--- src/include/pcr_pkg.sv ---
// Package for the peripheral control register bank: offsets, fields, codes, timing.
// Assumes a 250 MHz core clock and a 6-bit register address space of 4-bit registers.
package pcr_pkg;

  localparam int unsigned ADDR_W = 6;
  localparam int unsigned DATA_W = 4;

  // Register offsets
  localparam logic [5:0] OFF_XFER_EN     = 6'h00;
  localparam logic [5:0] OFF_STACK_PTR   = 6'h01;
  localparam logic [5:0] OFF_CE_LEVEL    = 6'h07;
  localparam logic [5:0] OFF_VSYNC_LEVEL = 6'h0F;
  localparam logic [5:0] OFF_HS_GATE_CTL = 6'h11;
  localparam logic [5:0] OFF_HS_GATE_STS = 6'h12;
  localparam logic [5:0] OFF_CHARACTER_ROM_BANK   = 6'h30;
  localparam logic [5:0] OFF_DISP_ONOFF  = 6'h31;
  localparam logic [5:0] OFF_SER_IRQ_TIM = 6'h38;
  localparam logic [5:0] OFF_SER_CLK_SEL = 6'h39;
  localparam logic [5:0] OFF_IRQ_STATUS  = 6'h3C;
  localparam logic [5:0] OFF_IRQ_MASK    = 6'h3D;

  // Field positions
  localparam int unsigned BIT_XFER_PERMIT = 1;
  localparam int unsigned BIT_CHARACTER_ROM_BANK   = 1;
  localparam int unsigned BIT_DISP_ONOFF  = 0;
  localparam int unsigned BIT_CE_LEVEL    = 0;
  localparam int unsigned BIT_VSYNC_LEVEL = 2;
  localparam int unsigned BIT_GATE_OPEN   = 0;

  // Interrupt status bits
  localparam int unsigned IRQ_GATE_DONE  = 0;
  localparam int unsigned IRQ_CE_CHANGE  = 1;
  localparam int unsigned IRQ_VS_CHANGE  = 2;
  localparam int unsigned IRQ_BAD_GATE   = 3;

  localparam logic [3:0] RST_ZERO = 4'h0;

  typedef enum logic [1:0] {
    PCR_GATE_CLOSE = 2'b00,
    PCR_GATE_OPEN  = 2'b01,
    PCR_GATE_TIMED = 2'b10,
    PCR_GATE_BAD   = 2'b11
  } pcr_gate_e;

  typedef enum logic [1:0] {
    PCR_IRQ_CLK7  = 2'b00,
    PCR_IRQ_CLK8  = 2'b01,
    PCR_IRQ_START = 2'b10,
    PCR_IRQ_STOP  = 2'b11
  } pcr_irqc_e;

  // Timing
  localparam int unsigned CLK_MHZ       = 250;
  localparam int unsigned GATE_WIN_NS   = 1690000;
  localparam int unsigned GATE_WIN_CYC  = GATE_WIN_NS * CLK_MHZ / 1000;
  localparam int unsigned SHIFT_KHZ_0   = 100;
  localparam int unsigned SHIFT_KHZ_1   = 200;
  localparam int unsigned SHIFT_KHZ_2   = 500;
  localparam int unsigned SHIFT_KHZ_3   = 1000;
  localparam int unsigned HALF_DIV_0    = CLK_MHZ * 1000 / (2 * SHIFT_KHZ_0);
  localparam int unsigned HALF_DIV_1    = CLK_MHZ * 1000 / (2 * SHIFT_KHZ_1);
  localparam int unsigned HALF_DIV_2    = CLK_MHZ * 1000 / (2 * SHIFT_KHZ_2);
  localparam int unsigned HALF_DIV_3    = CLK_MHZ * 1000 / (2 * SHIFT_KHZ_3);
  localparam int unsigned CLK7_COUNT    = 7;
  localparam int unsigned CLK8_COUNT    = 8;

endpackage

--- src/verilog/pcr_regs.sv ---
// Peripheral control register bank: serial timing, hsync gate, display control,
// pin-level mirrors and stack pointer, with a small sticky interrupt block.
// Assumes a single 250 MHz clock, synchronous active-high reset, and asynchronous pins.
//
// Functional notes
// - Serial irq condition: clk7, clk8, start+7, stop
// - Shift clock: 100k, 200k, 500k, 1M
// - Serial registers survive STOP and CE resets
// - Gate code: close, open, 1.69 ms window
// - Gate status bit reads open state, rest zero
// - Transfer permit is bit 1, others zero
// - Transfer permit enables display and transfer mode
// - Bank bit selects character ROM bank 0/1
// - Display bit zero means on, one off
// - Bit 0 at 07H mirrors CE pin
// - Bit 2 at 0FH mirrors vsync pin
// - Register 01H holds the stack pointer
//
// The implementer's own choice: the strobed register port.
`timescale 1ns/1ps

module pcr_regs #(
  parameter int unsigned GATE_CYCLES = pcr_pkg::GATE_WIN_CYC,
  parameter int unsigned SP_W        = 3
) (
  input  wire logic        core_clk,
  input  wire logic        rst,
  input  wire logic        stop_rst,
  input  wire logic        ce_rst,
  input  wire logic [5:0]  reg_addr,
  input  wire logic [3:0]  reg_wdata,
  input  wire logic        reg_wr,
  input  wire logic        reg_rd,
  output logic      [3:0]  reg_rdata,
  input  wire logic        ce_pin,
  input  wire logic        vsync_pin,
  input  wire logic        ser_clk_tick,
  input  wire logic        ser_start_cond,
  input  wire logic        ser_stop_cond,
  output logic             serial_irq,
  output logic             shift_clk,
  output logic             hsync_gate_open,
  output logic             display_transfer_mode,
  output logic             onscreen_display_enable,
  output logic             char_rom_bank_bit,
  output logic [SP_W-1:0]  stack_ptr,
  output logic             irq
);

  localparam int unsigned GW = $clog2(GATE_CYCLES + 1);

  // Any of the three resets clears the control registers and gate timer; power-on alone clears the rest, except serial setup and pin synchronisers (no reset)
  wire any_rst = rst | stop_rst | ce_rst;

  // Pin synchronisers
  logic [1:0] ce_sync_reg;
  logic [1:0] vs_sync_reg;
  logic       ce_prev_reg;
  logic       vs_prev_reg;

  always_ff @(posedge core_clk) begin
    ce_sync_reg <= {ce_sync_reg[0], ce_pin};
    vs_sync_reg <= {vs_sync_reg[0], vsync_pin};
    ce_prev_reg <= ce_sync_reg[1];
    vs_prev_reg <= vs_sync_reg[1];
  end

  wire ce_level = ce_sync_reg[1];
  wire vs_level = vs_sync_reg[1];

  // Register storage
  logic            xfer_permit_reg;
  logic            character_rom_bank_reg;
  logic            disp_off_reg;
  logic [1:0]      gate_code_reg;
  logic [1:0]      irq_cond_reg;
  logic [1:0]      clk_sel_reg;
  logic [SP_W-1:0] sp_reg;
  logic [3:0]      irq_status_reg;
  logic [3:0]      irq_mask_reg;

  function automatic logic hit(input logic [5:0] a, input logic [5:0] off);
    return a == off;
  endfunction

  wire wr_xfer  = reg_wr & hit(reg_addr, pcr_pkg::OFF_XFER_EN);
  wire wr_sp    = reg_wr & hit(reg_addr, pcr_pkg::OFF_STACK_PTR);
  wire wr_gate  = reg_wr & hit(reg_addr, pcr_pkg::OFF_HS_GATE_CTL);
  wire wr_character_rom  = reg_wr & hit(reg_addr, pcr_pkg::OFF_CHARACTER_ROM_BANK);
  wire wr_disp  = reg_wr & hit(reg_addr, pcr_pkg::OFF_DISP_ONOFF);
  wire wr_irqc  = reg_wr & hit(reg_addr, pcr_pkg::OFF_SER_IRQ_TIM);
  wire wr_clks  = reg_wr & hit(reg_addr, pcr_pkg::OFF_SER_CLK_SEL);
  wire wr_ists  = reg_wr & hit(reg_addr, pcr_pkg::OFF_IRQ_STATUS);
  wire wr_imsk  = reg_wr & hit(reg_addr, pcr_pkg::OFF_IRQ_MASK);

  always_ff @(posedge core_clk) begin
    if (any_rst) begin
      xfer_permit_reg <= 1'b0;
      character_rom_bank_reg   <= 1'b0;
      disp_off_reg    <= 1'b0;
      gate_code_reg   <= pcr_pkg::PCR_GATE_CLOSE;
    end else begin
      if (wr_xfer) xfer_permit_reg <= reg_wdata[pcr_pkg::BIT_XFER_PERMIT];
      if (wr_character_rom) character_rom_bank_reg <= reg_wdata[pcr_pkg::BIT_CHARACTER_ROM_BANK];
      if (wr_disp) disp_off_reg <= reg_wdata[pcr_pkg::BIT_DISP_ONOFF];
      if (wr_gate) gate_code_reg <= reg_wdata[1:0];
    end
  end

  // Serial setup has no reset; power-on value is left undefined on purpose
  always_ff @(posedge core_clk) begin
    if (wr_irqc) irq_cond_reg <= reg_wdata[1:0];
    if (wr_clks) clk_sel_reg <= reg_wdata[1:0];
  end

  always_ff @(posedge core_clk) begin
    if (rst) begin
      sp_reg       <= '0;
      irq_mask_reg <= pcr_pkg::RST_ZERO;
    end else begin
      if (wr_sp) sp_reg <= reg_wdata[SP_W-1:0];
      if (wr_imsk) irq_mask_reg <= reg_wdata;
    end
  end

  // Hsync gate: timed window counter
  logic [GW-1:0] gate_cnt_reg;
  logic          gate_open_reg;
  wire           gate_start = wr_gate & (reg_wdata[1:0] == pcr_pkg::PCR_GATE_TIMED);
  wire           gate_done  = (gate_code_reg == pcr_pkg::PCR_GATE_TIMED) & gate_open_reg &
                              (gate_cnt_reg == GW'(1));
  logic          gate_open_next;

  always_comb begin
    case (pcr_pkg::pcr_gate_e'(gate_code_reg))
      pcr_pkg::PCR_GATE_CLOSE: gate_open_next = 1'b0;
      pcr_pkg::PCR_GATE_OPEN:  gate_open_next = 1'b1;
      pcr_pkg::PCR_GATE_TIMED: gate_open_next = gate_cnt_reg != '0;
      default:                 gate_open_next = 1'b0;
    endcase
  end

  always_ff @(posedge core_clk) begin
    if (any_rst) begin
      gate_cnt_reg  <= '0;
      gate_open_reg <= 1'b0;
    end else begin
      if (gate_start) gate_cnt_reg <= GW'(GATE_CYCLES);
      else if (gate_cnt_reg != '0) gate_cnt_reg <= gate_cnt_reg - GW'(1);
      gate_open_reg <= gate_start ? 1'b0 : gate_open_next;
    end
  end

  // Serial interrupt condition
  logic [3:0] sclk_cnt_reg;
  logic       after_start_reg;
  logic       ser_irq_reg;
  wire [3:0]  sclk_cnt_inc = sclk_cnt_reg + 4'h1;
  logic       ser_hit;

  always_comb begin
    case (pcr_pkg::pcr_irqc_e'(irq_cond_reg))
      pcr_pkg::PCR_IRQ_CLK7:  ser_hit = ser_clk_tick & (sclk_cnt_inc == 4'(pcr_pkg::CLK7_COUNT));
      pcr_pkg::PCR_IRQ_CLK8:  ser_hit = ser_clk_tick & (sclk_cnt_inc == 4'(pcr_pkg::CLK8_COUNT));
      pcr_pkg::PCR_IRQ_START: ser_hit = ser_clk_tick & after_start_reg &
                                        (sclk_cnt_inc == 4'(pcr_pkg::CLK7_COUNT));
      pcr_pkg::PCR_IRQ_STOP:  ser_hit = ser_stop_cond;
      default:                ser_hit = 1'b0;
    endcase
  end

  always_ff @(posedge core_clk) begin
    if (rst | ser_start_cond | ser_stop_cond) begin
      sclk_cnt_reg <= '0;
    end else if (ser_clk_tick) begin
      sclk_cnt_reg <= (sclk_cnt_reg == 4'(pcr_pkg::CLK8_COUNT)) ? 4'h1 : sclk_cnt_inc;
    end
    if (rst | ser_stop_cond) after_start_reg <= 1'b0;
    else if (ser_start_cond) after_start_reg <= 1'b1;
    ser_irq_reg <= rst ? 1'b0 : ser_hit;
  end

  // Shift clock divider
  logic [15:0] div_cnt_reg;
  logic        shift_clk_reg;
  logic [15:0] half_div;

  always_comb begin
    case (clk_sel_reg)
      2'b00:   half_div = 16'(pcr_pkg::HALF_DIV_0);
      2'b01:   half_div = 16'(pcr_pkg::HALF_DIV_1);
      2'b10:   half_div = 16'(pcr_pkg::HALF_DIV_2);
      2'b11:   half_div = 16'(pcr_pkg::HALF_DIV_3);
      default: half_div = 16'(pcr_pkg::HALF_DIV_0);
    endcase
  end

  always_ff @(posedge core_clk) begin
    if (rst) begin
      div_cnt_reg   <= '0;
      shift_clk_reg <= 1'b0;
    end else if (div_cnt_reg >= half_div - 16'h1) begin
      div_cnt_reg   <= '0;
      shift_clk_reg <= ~shift_clk_reg;
    end else begin
      div_cnt_reg <= div_cnt_reg + 16'h1;
    end
  end

  // Sticky interrupts: set wins over write-one-to-clear
  wire [3:0] irq_events;
  assign irq_events[pcr_pkg::IRQ_GATE_DONE] = gate_done;
  assign irq_events[pcr_pkg::IRQ_CE_CHANGE] = ce_level ^ ce_prev_reg;
  assign irq_events[pcr_pkg::IRQ_VS_CHANGE] = vs_level ^ vs_prev_reg;
  assign irq_events[pcr_pkg::IRQ_BAD_GATE]  = wr_gate & (reg_wdata[1:0] == pcr_pkg::PCR_GATE_BAD);
  wire [3:0] irq_clear = wr_ists ? reg_wdata : 4'h0;
  logic      irq_reg;

  always_ff @(posedge core_clk) begin
    if (rst) begin
      irq_status_reg <= pcr_pkg::RST_ZERO;
      irq_reg        <= 1'b0;
    end else begin
      irq_status_reg <= (irq_status_reg & ~irq_clear) | irq_events;
      irq_reg        <= |(((irq_status_reg & ~irq_clear) | irq_events) & irq_mask_reg);
    end
  end

  // Read mux
  logic [3:0] rd_mux;
  always_comb begin
    rd_mux = 4'h0;
    case (reg_addr)
      pcr_pkg::OFF_XFER_EN:     rd_mux[pcr_pkg::BIT_XFER_PERMIT] = xfer_permit_reg;
      pcr_pkg::OFF_STACK_PTR:   rd_mux[SP_W-1:0] = sp_reg;
      pcr_pkg::OFF_CE_LEVEL:    rd_mux[pcr_pkg::BIT_CE_LEVEL] = ce_level;
      pcr_pkg::OFF_VSYNC_LEVEL: rd_mux[pcr_pkg::BIT_VSYNC_LEVEL] = vs_level;
      pcr_pkg::OFF_HS_GATE_CTL: rd_mux[1:0] = gate_code_reg;
      pcr_pkg::OFF_HS_GATE_STS: rd_mux[pcr_pkg::BIT_GATE_OPEN] = gate_open_reg;
      pcr_pkg::OFF_CHARACTER_ROM_BANK:   rd_mux[pcr_pkg::BIT_CHARACTER_ROM_BANK] = character_rom_bank_reg;
      pcr_pkg::OFF_DISP_ONOFF:  rd_mux[pcr_pkg::BIT_DISP_ONOFF] = disp_off_reg;
      pcr_pkg::OFF_SER_IRQ_TIM: rd_mux[1:0] = irq_cond_reg;
      pcr_pkg::OFF_SER_CLK_SEL: rd_mux[1:0] = clk_sel_reg;
      pcr_pkg::OFF_IRQ_STATUS:  rd_mux = irq_status_reg;
      pcr_pkg::OFF_IRQ_MASK:    rd_mux = irq_mask_reg;
      default:                  rd_mux = 4'h0;
    endcase
  end

  logic [3:0] rdata_reg;
  logic       xfer_mode_reg;
  logic       disp_en_reg;
  always_ff @(posedge core_clk) begin
    if (rst) begin
      rdata_reg     <= 4'h0;
      xfer_mode_reg <= 1'b0;
      disp_en_reg   <= 1'b0;
    end else begin
      rdata_reg     <= reg_rd ? rd_mux : 4'h0;
      xfer_mode_reg <= xfer_permit_reg;
      // Display runs only when transfer is permitted and the on/off bit says on
      disp_en_reg   <= xfer_permit_reg & ~disp_off_reg;
    end
  end

  assign reg_rdata               = rdata_reg;
  assign serial_irq              = ser_irq_reg;
  assign shift_clk               = shift_clk_reg;
  assign hsync_gate_open         = gate_open_reg;
  assign display_transfer_mode   = xfer_mode_reg;
  assign onscreen_display_enable = disp_en_reg;
  assign char_rom_bank_bit       = character_rom_bank_reg;
  assign stack_ptr               = sp_reg;
  assign irq                     = irq_reg;
endmodule

--- config.mk ---
export PLATFORM = sky130hd
export DESIGN_NAME = pcr_regs
export DESIGN_NICKNAME = d
export VERILOG_FILES = /design/src/include/pcr_pkg.sv /design/src/verilog/pcr_regs.sv
export SDC_FILE = /design/constraint.sdc
export NUM_CORES = 1
export LEC_CHECK = 0
export BUFFER_PORTS_ARGS = -buffer_cell sky130_fd_sc_hd__buf_4
export CAP_MARGIN = 20
export CORE_ASPECT_RATIO = 2
export CORE_MARGIN = 2
export CORE_UTILIZATION = 47
export CTS_CLUSTER_SIZE = 16
export DETAILED_ROUTE_END_ITERATION = 8
export PLACE_DENSITY = 0.66
export SLEW_MARGIN = 20
export SYNTH_ARGS = -nofsm -noshare
export SYNTH_HDL_FRONTEND = slang
export SYNTH_SLANG_ARGS = --single-unit
--- constraint.sdc ---
create_clock -name core_clk -period 3.3 [get_ports core_clk]
set_input_delay 0.495 -clock core_clk [delete_from_list [all_inputs] [get_ports core_clk]]
set_output_delay 0.495 -clock core_clk [all_outputs]
set_load 0.01 [all_outputs]
==> metrics.txt <==
# TYPE chip_impl_metric gauge
chip_impl_info{name="outcome",value="finished, final reports clean"} 1
chip_impl_metric{name="final-instance-count-excl-fill",unit=""} 536
chip_impl_metric{name="globalRouteTotalUtil",unit="%"} 22.6
chip_impl_metric{name="skew",unit="ns"} 0.00506
chip_impl_metric{name="seq_area_frac_synth",unit="%"} 43.0
chip_impl_metric{name="ant_nets",unit=""} 0
chip_impl_info{name="synth_largest_area_cell",value="sky130_fd_sc_hd__dfxtp_1"} 1
chip_impl_metric{name="detail_route.drc_violations",unit=""} 0
chip_impl_metric{name="total_switching_power",unit="W"} 0.00104
chip_impl_metric{name="rows",unit=""} 45
chip_impl_metric{name="p_clk_share",unit="%"} 28.3
chip_impl_metric{name="netlist_area",unit="mm^2"} 0.00363
chip_impl_info{name="ys_top_cells_by_count",value="sky130_fd_sc_hd__dfxtp_1, sky130_fd_sc_hd__nor2_1, sky130_fd_sc_hd__nand2_1"} 1
chip_impl_metric{name="share_seq_of_total_power",unit="%"} 35.4
chip_impl_metric{name="dpl.hpwl",unit="um"} 6500
chip_impl_metric{name="fin_tns_setup",unit="ns"} 0
chip_impl_metric{name="first_iter_violations",unit=""} 203
chip_impl_metric{name="vias",unit=""} 3007
chip_impl_metric{name="grt_antenna_before_repair",unit=""} 0
chip_impl_metric{name="pin_count",unit=""} 35
chip_impl_metric{name="synth_seq_cells",unit=""} 76
chip_impl_metric{name="synth-async-reset-ratio",unit="%"} 0
chip_impl_metric{name="first_global_vias",unit=""} 3093
chip_impl_info{name="clock_tree.root_cell",value="sky130_fd_sc_hd__clkbuf_16"} 1
chip_impl_metric{name="finalNetCount",unit=""} 478
chip_impl_info{name="synthTopCellsByArea",value="sky130_fd_sc_hd__dfxtp_1, sky130_fd_sc_hd__ha_1, sky130_fd_sc_hd__nor2_1"} 1
chip_impl_metric{name="start_util",unit="%"} 48.1
chip_impl_metric{name="synth_edf_count",unit=""} 4
chip_impl_metric{name="drive_gt1_share",unit="%"} 13.1
chip_impl_metric{name="synthesized_area_divided_by_synthesized_cell_count",unit="um^2"} 8.94
chip_impl_metric{name="layout-area-overhead-vs-synth",unit="%"} 15.9
chip_impl_metric{name="drv_slew",unit=""} 0
chip_impl_metric{name="syn_inst",unit=""} 406
chip_impl_metric{name="final_cycle_share",unit="%"} 65.8
chip_impl_metric{name="dieArea",unit="mm^2"} 0.00848
chip_impl_metric{name="drt-pass1-iter-count",unit=""} 4
chip_impl_metric{name="cts_buffer_depth",unit=""} 2
chip_impl_metric{name="vias_per_cell",unit=""} 5.61
chip_impl_info{name="rsz0062_at_grt",value="false"} 1
chip_impl_metric{name="fp.coreArea",unit="mm^2"} 0.00754
chip_impl_metric{name="pwr-share-comb",unit="%"} 36.3
chip_impl_info{name="synth.most_common_cell",value="sky130_fd_sc_hd__dfxtp_1"} 1
chip_impl_metric{name="worstMarginPinSlew",unit="ns"} 0.508
chip_impl_metric{name="largest_register_ff_count",unit=""} 19
chip_impl_metric{name="count_of_hold_fix_buffers_inserted_at_cts",unit=""} 0
chip_impl_info{name="r2r-start",value="clk_sel_reg[1]"} 1
chip_impl_metric{name="maximum_number_of_pins_on_one_net_before_global_route_repair",unit=""} 21
chip_impl_metric{name="fillers",unit=""} 727
chip_impl_metric{name="crit_path_max_fanout",unit=""} 11
chip_impl_info{name="hold_path_start",value="vsync_pin"} 1
chip_impl_metric{name="final_setup_violation_count",unit=""} 0
chip_impl_metric{name="number_of_buffers_inserted_during_clock_tree_synthesis",unit=""} 9
chip_impl_metric{name="layout_min_cycle_time",unit="ns"} 2.17
chip_impl_metric{name="cts.repair_timing.setup_buffer_count",unit=""} 0
chip_impl_metric{name="switching_share",unit="%"} 35.0
chip_impl_info{name="ys_dominant_reg_cell",value="sky130_fd_sc_hd__dfxtp_1"} 1
chip_impl_metric{name="h-tree-depth",unit=""} 3
chip_impl_metric{name="fmax",unit="MHz"} 461
chip_impl_info{name="worstSetupStartpoint",value="clk_sel_reg[1]"} 1
chip_impl_metric{name="die_w",unit="um"} 66.1
chip_impl_metric{name="detail_route.wl_per_cell",unit="um"} 16.0
chip_impl_metric{name="die_y",unit="um"} 128
chip_impl_metric{name="number_of_instances_in_the_placed_design",unit=""} 522
chip_impl_metric{name="internal_power",unit="W"} 0.00194
chip_impl_metric{name="timing.critical_path.arrival",unit="ns"} 2.43
chip_impl_metric{name="required",unit="ns"} 3.56
chip_impl_metric{name="yosys.area.top_type_share",unit="%"} 39.7
chip_impl_metric{name="vdd_ir_drop_max",unit="V"} 0.000649
chip_impl_metric{name="clk_transition_reported_paths",unit="ns"} 0.05
chip_impl_metric{name="place_congestion",unit=""} 0.873
chip_impl_info{name="hold_path_class",value="primary input to register"} 1
chip_impl_metric{name="worstSkewPairLatency",unit="ns"} 0.33
chip_impl_metric{name="post_cts_resized",unit=""} 0
chip_impl_metric{name="clock-sinks",unit=""} 76
chip_impl_metric{name="maxCapViolCount",unit=""} 0
chip_impl_metric{name="remaining_global_route_overflow",unit=""} 0
chip_impl_info{name="crit_path_kind",value="register to register"} 1
chip_impl_metric{name="synth_cell_types",unit=""} 47
chip_impl_info{name="endpoint_kind",value="register"} 1
chip_impl_metric{name="io_buffer_count",unit=""} 34
chip_impl_metric{name="yosys_warnings",unit=""} 0
chip_impl_metric{name="first_pass_grt_wire_length",unit="um"} 14600
chip_impl_metric{name="fin_worst_hold_slack",unit="ns"} 0.265
chip_impl_info{name="cts_tree",value="built"} 1
chip_impl_metric{name="leakagePower",unit="nW"} 1.68
chip_impl_metric{name="n_antenna_cell",unit=""} 0
chip_impl_metric{name="detail_route.wirelength",unit="um"} 8600
chip_impl_info{name="critical_path.startpoint_type",value="register"} 1
chip_impl_metric{name="timing.max_slew.rel_slack",unit="%"} 66.1
chip_impl_metric{name="power_density",unit="mW/mm^2"} 709
chip_impl_metric{name="report.final.hold_viol_count",unit=""} 0
-- kinds of logic after synthesis --
family,after synthesis,synth area share (%)
compound gates,62,10.4
buf+inv,32,3.38
other cells,2,0.207
xor+xnor,30,7.24
simple gates,168,24.5
fa+ha+maj,18,6.20
mux,18,5.07
flops,76,43.0
-- stage by stage --
stage / utilization [%] / power [W] / worst slack [ns] / cell area (um^2)
final: 55.8 / 0.00298 / 1.13 / 4210
after global routing: 55.8 / 0.00318 / 0.781 / 4210
after CTS: 55.8 / 0.00301 / 1.05 / 4210
after detailed placement: 52.5 / 0.00215 / 1.05 / 3960
after global placement: 52.5 / 0.00212 / 1.12 / 3960
after floorplan: - / 0.00191 / 1.39 / 3640
-- final timing paths --
| path | slack [ns] | cells after the start | end |
|---|---|---|---|
| max | 1.13 | 8 | div_cnt_reg[5] |
| min | 0.27 | 1 | vs_sync_reg[0] |
| max reg2reg | 1.13 | 8 | div_cnt_reg[5] |
| min reg2reg | 0.33 | 0 | vs_sync_reg[1] |
-- layout by cell type (no fill, tap or decap), types with 5 or more instances in the layout --
cell / Yosys / routed
sky130_fd_sc_hd__dfxtp_1: 72 / 72
sky130_fd_sc_hd__o21ai_0: 15 / 15
sky130_fd_sc_hd__xor2_1: 21 / 21
sky130_fd_sc_hd__nor3_1: 16 / 16
sky130_fd_sc_hd__mux2i_1: 15 / 15
sky130_fd_sc_hd__nor2_1: 59 / 59
sky130_fd_sc_hd__a21oi_1: 22 / 22
sky130_fd_sc_hd__nand3_1: 17 / 17
sky130_fd_sc_hd__clkbuf_16: 0 / 9
sky130_fd_sc_hd__nor2b_1: 5 / 5
sky130_fd_sc_hd__buf_4: 0 / 35
sky130_fd_sc_hd__nand2b_1: 5 / 5
sky130_fd_sc_hd__o211ai_1: 7 / 7
sky130_fd_sc_hd__ha_1: 18 / 18
sky130_fd_sc_hd__conb_1: 2 / 6
sky130_fd_sc_hd__inv_1: 15 / 15
sky130_fd_sc_hd__nand4_1: 5 / 5
sky130_fd_sc_hd__xnor2_1: 9 / 9
sky130_fd_sc_hd__nand2_1: 24 / 24
-- power by group through the flow --
stage	Sequential, W	Combinational (W)	Clock (W)
4_1_cts	0.00106	0.00108	0.000875
6_report	0.00106	0.00108	0.000844
3_3_place_gp	0.00107	0.00105	0
2_1_floorplan	0.00106	0.000849	0
3_5_place_dp	0.00108	0.00107	0
5_1_grt	0.00107	0.00121	0.000907
-- area by class of cell --
class	count	area (um^2)	area share [%]
Clock buffer	10	229	5.44
Clock inverter	4	20.0	0.476
Inverter	15	56.3	1.34
Multi-Input combinational cell	302	1960	46.6
Sequential cell	76	1560	37.1
Tap cell	94	118	2.80
Timing Repair Buffer	35	263	6.24
-- worst max-delay path: stages, from the launching register on --
cell	delay (ns)
sky130_fd_sc_hd__edfxtp_1	0.40
sky130_fd_sc_hd__inv_1	0.12
sky130_fd_sc_hd__nand2_1	0.07
sky130_fd_sc_hd__ha_1	0.31
sky130_fd_sc_hd__o21ai_0	0.17
sky130_fd_sc_hd__o211ai_1	0.12
sky130_fd_sc_hd__a211oi_1	0.40
sky130_fd_sc_hd__nand2_1	0.34
sky130_fd_sc_hd__nor2_1	0.17
-- routing by layer --
layer  part of all wire (%)  wire length (um)  vias to the layer above  GRT usage [%]
met2                     57              4920                       82           41.6
met1                     36              3070                     1416           22.4
li1                       -                 -                     1485              -
met3                    3.7               318                       24           5.53
met4                    3.4               290                        0           12.0
met5                      0                 0                        -              0
Note: power is estimated with default switching activity, not from simulation.
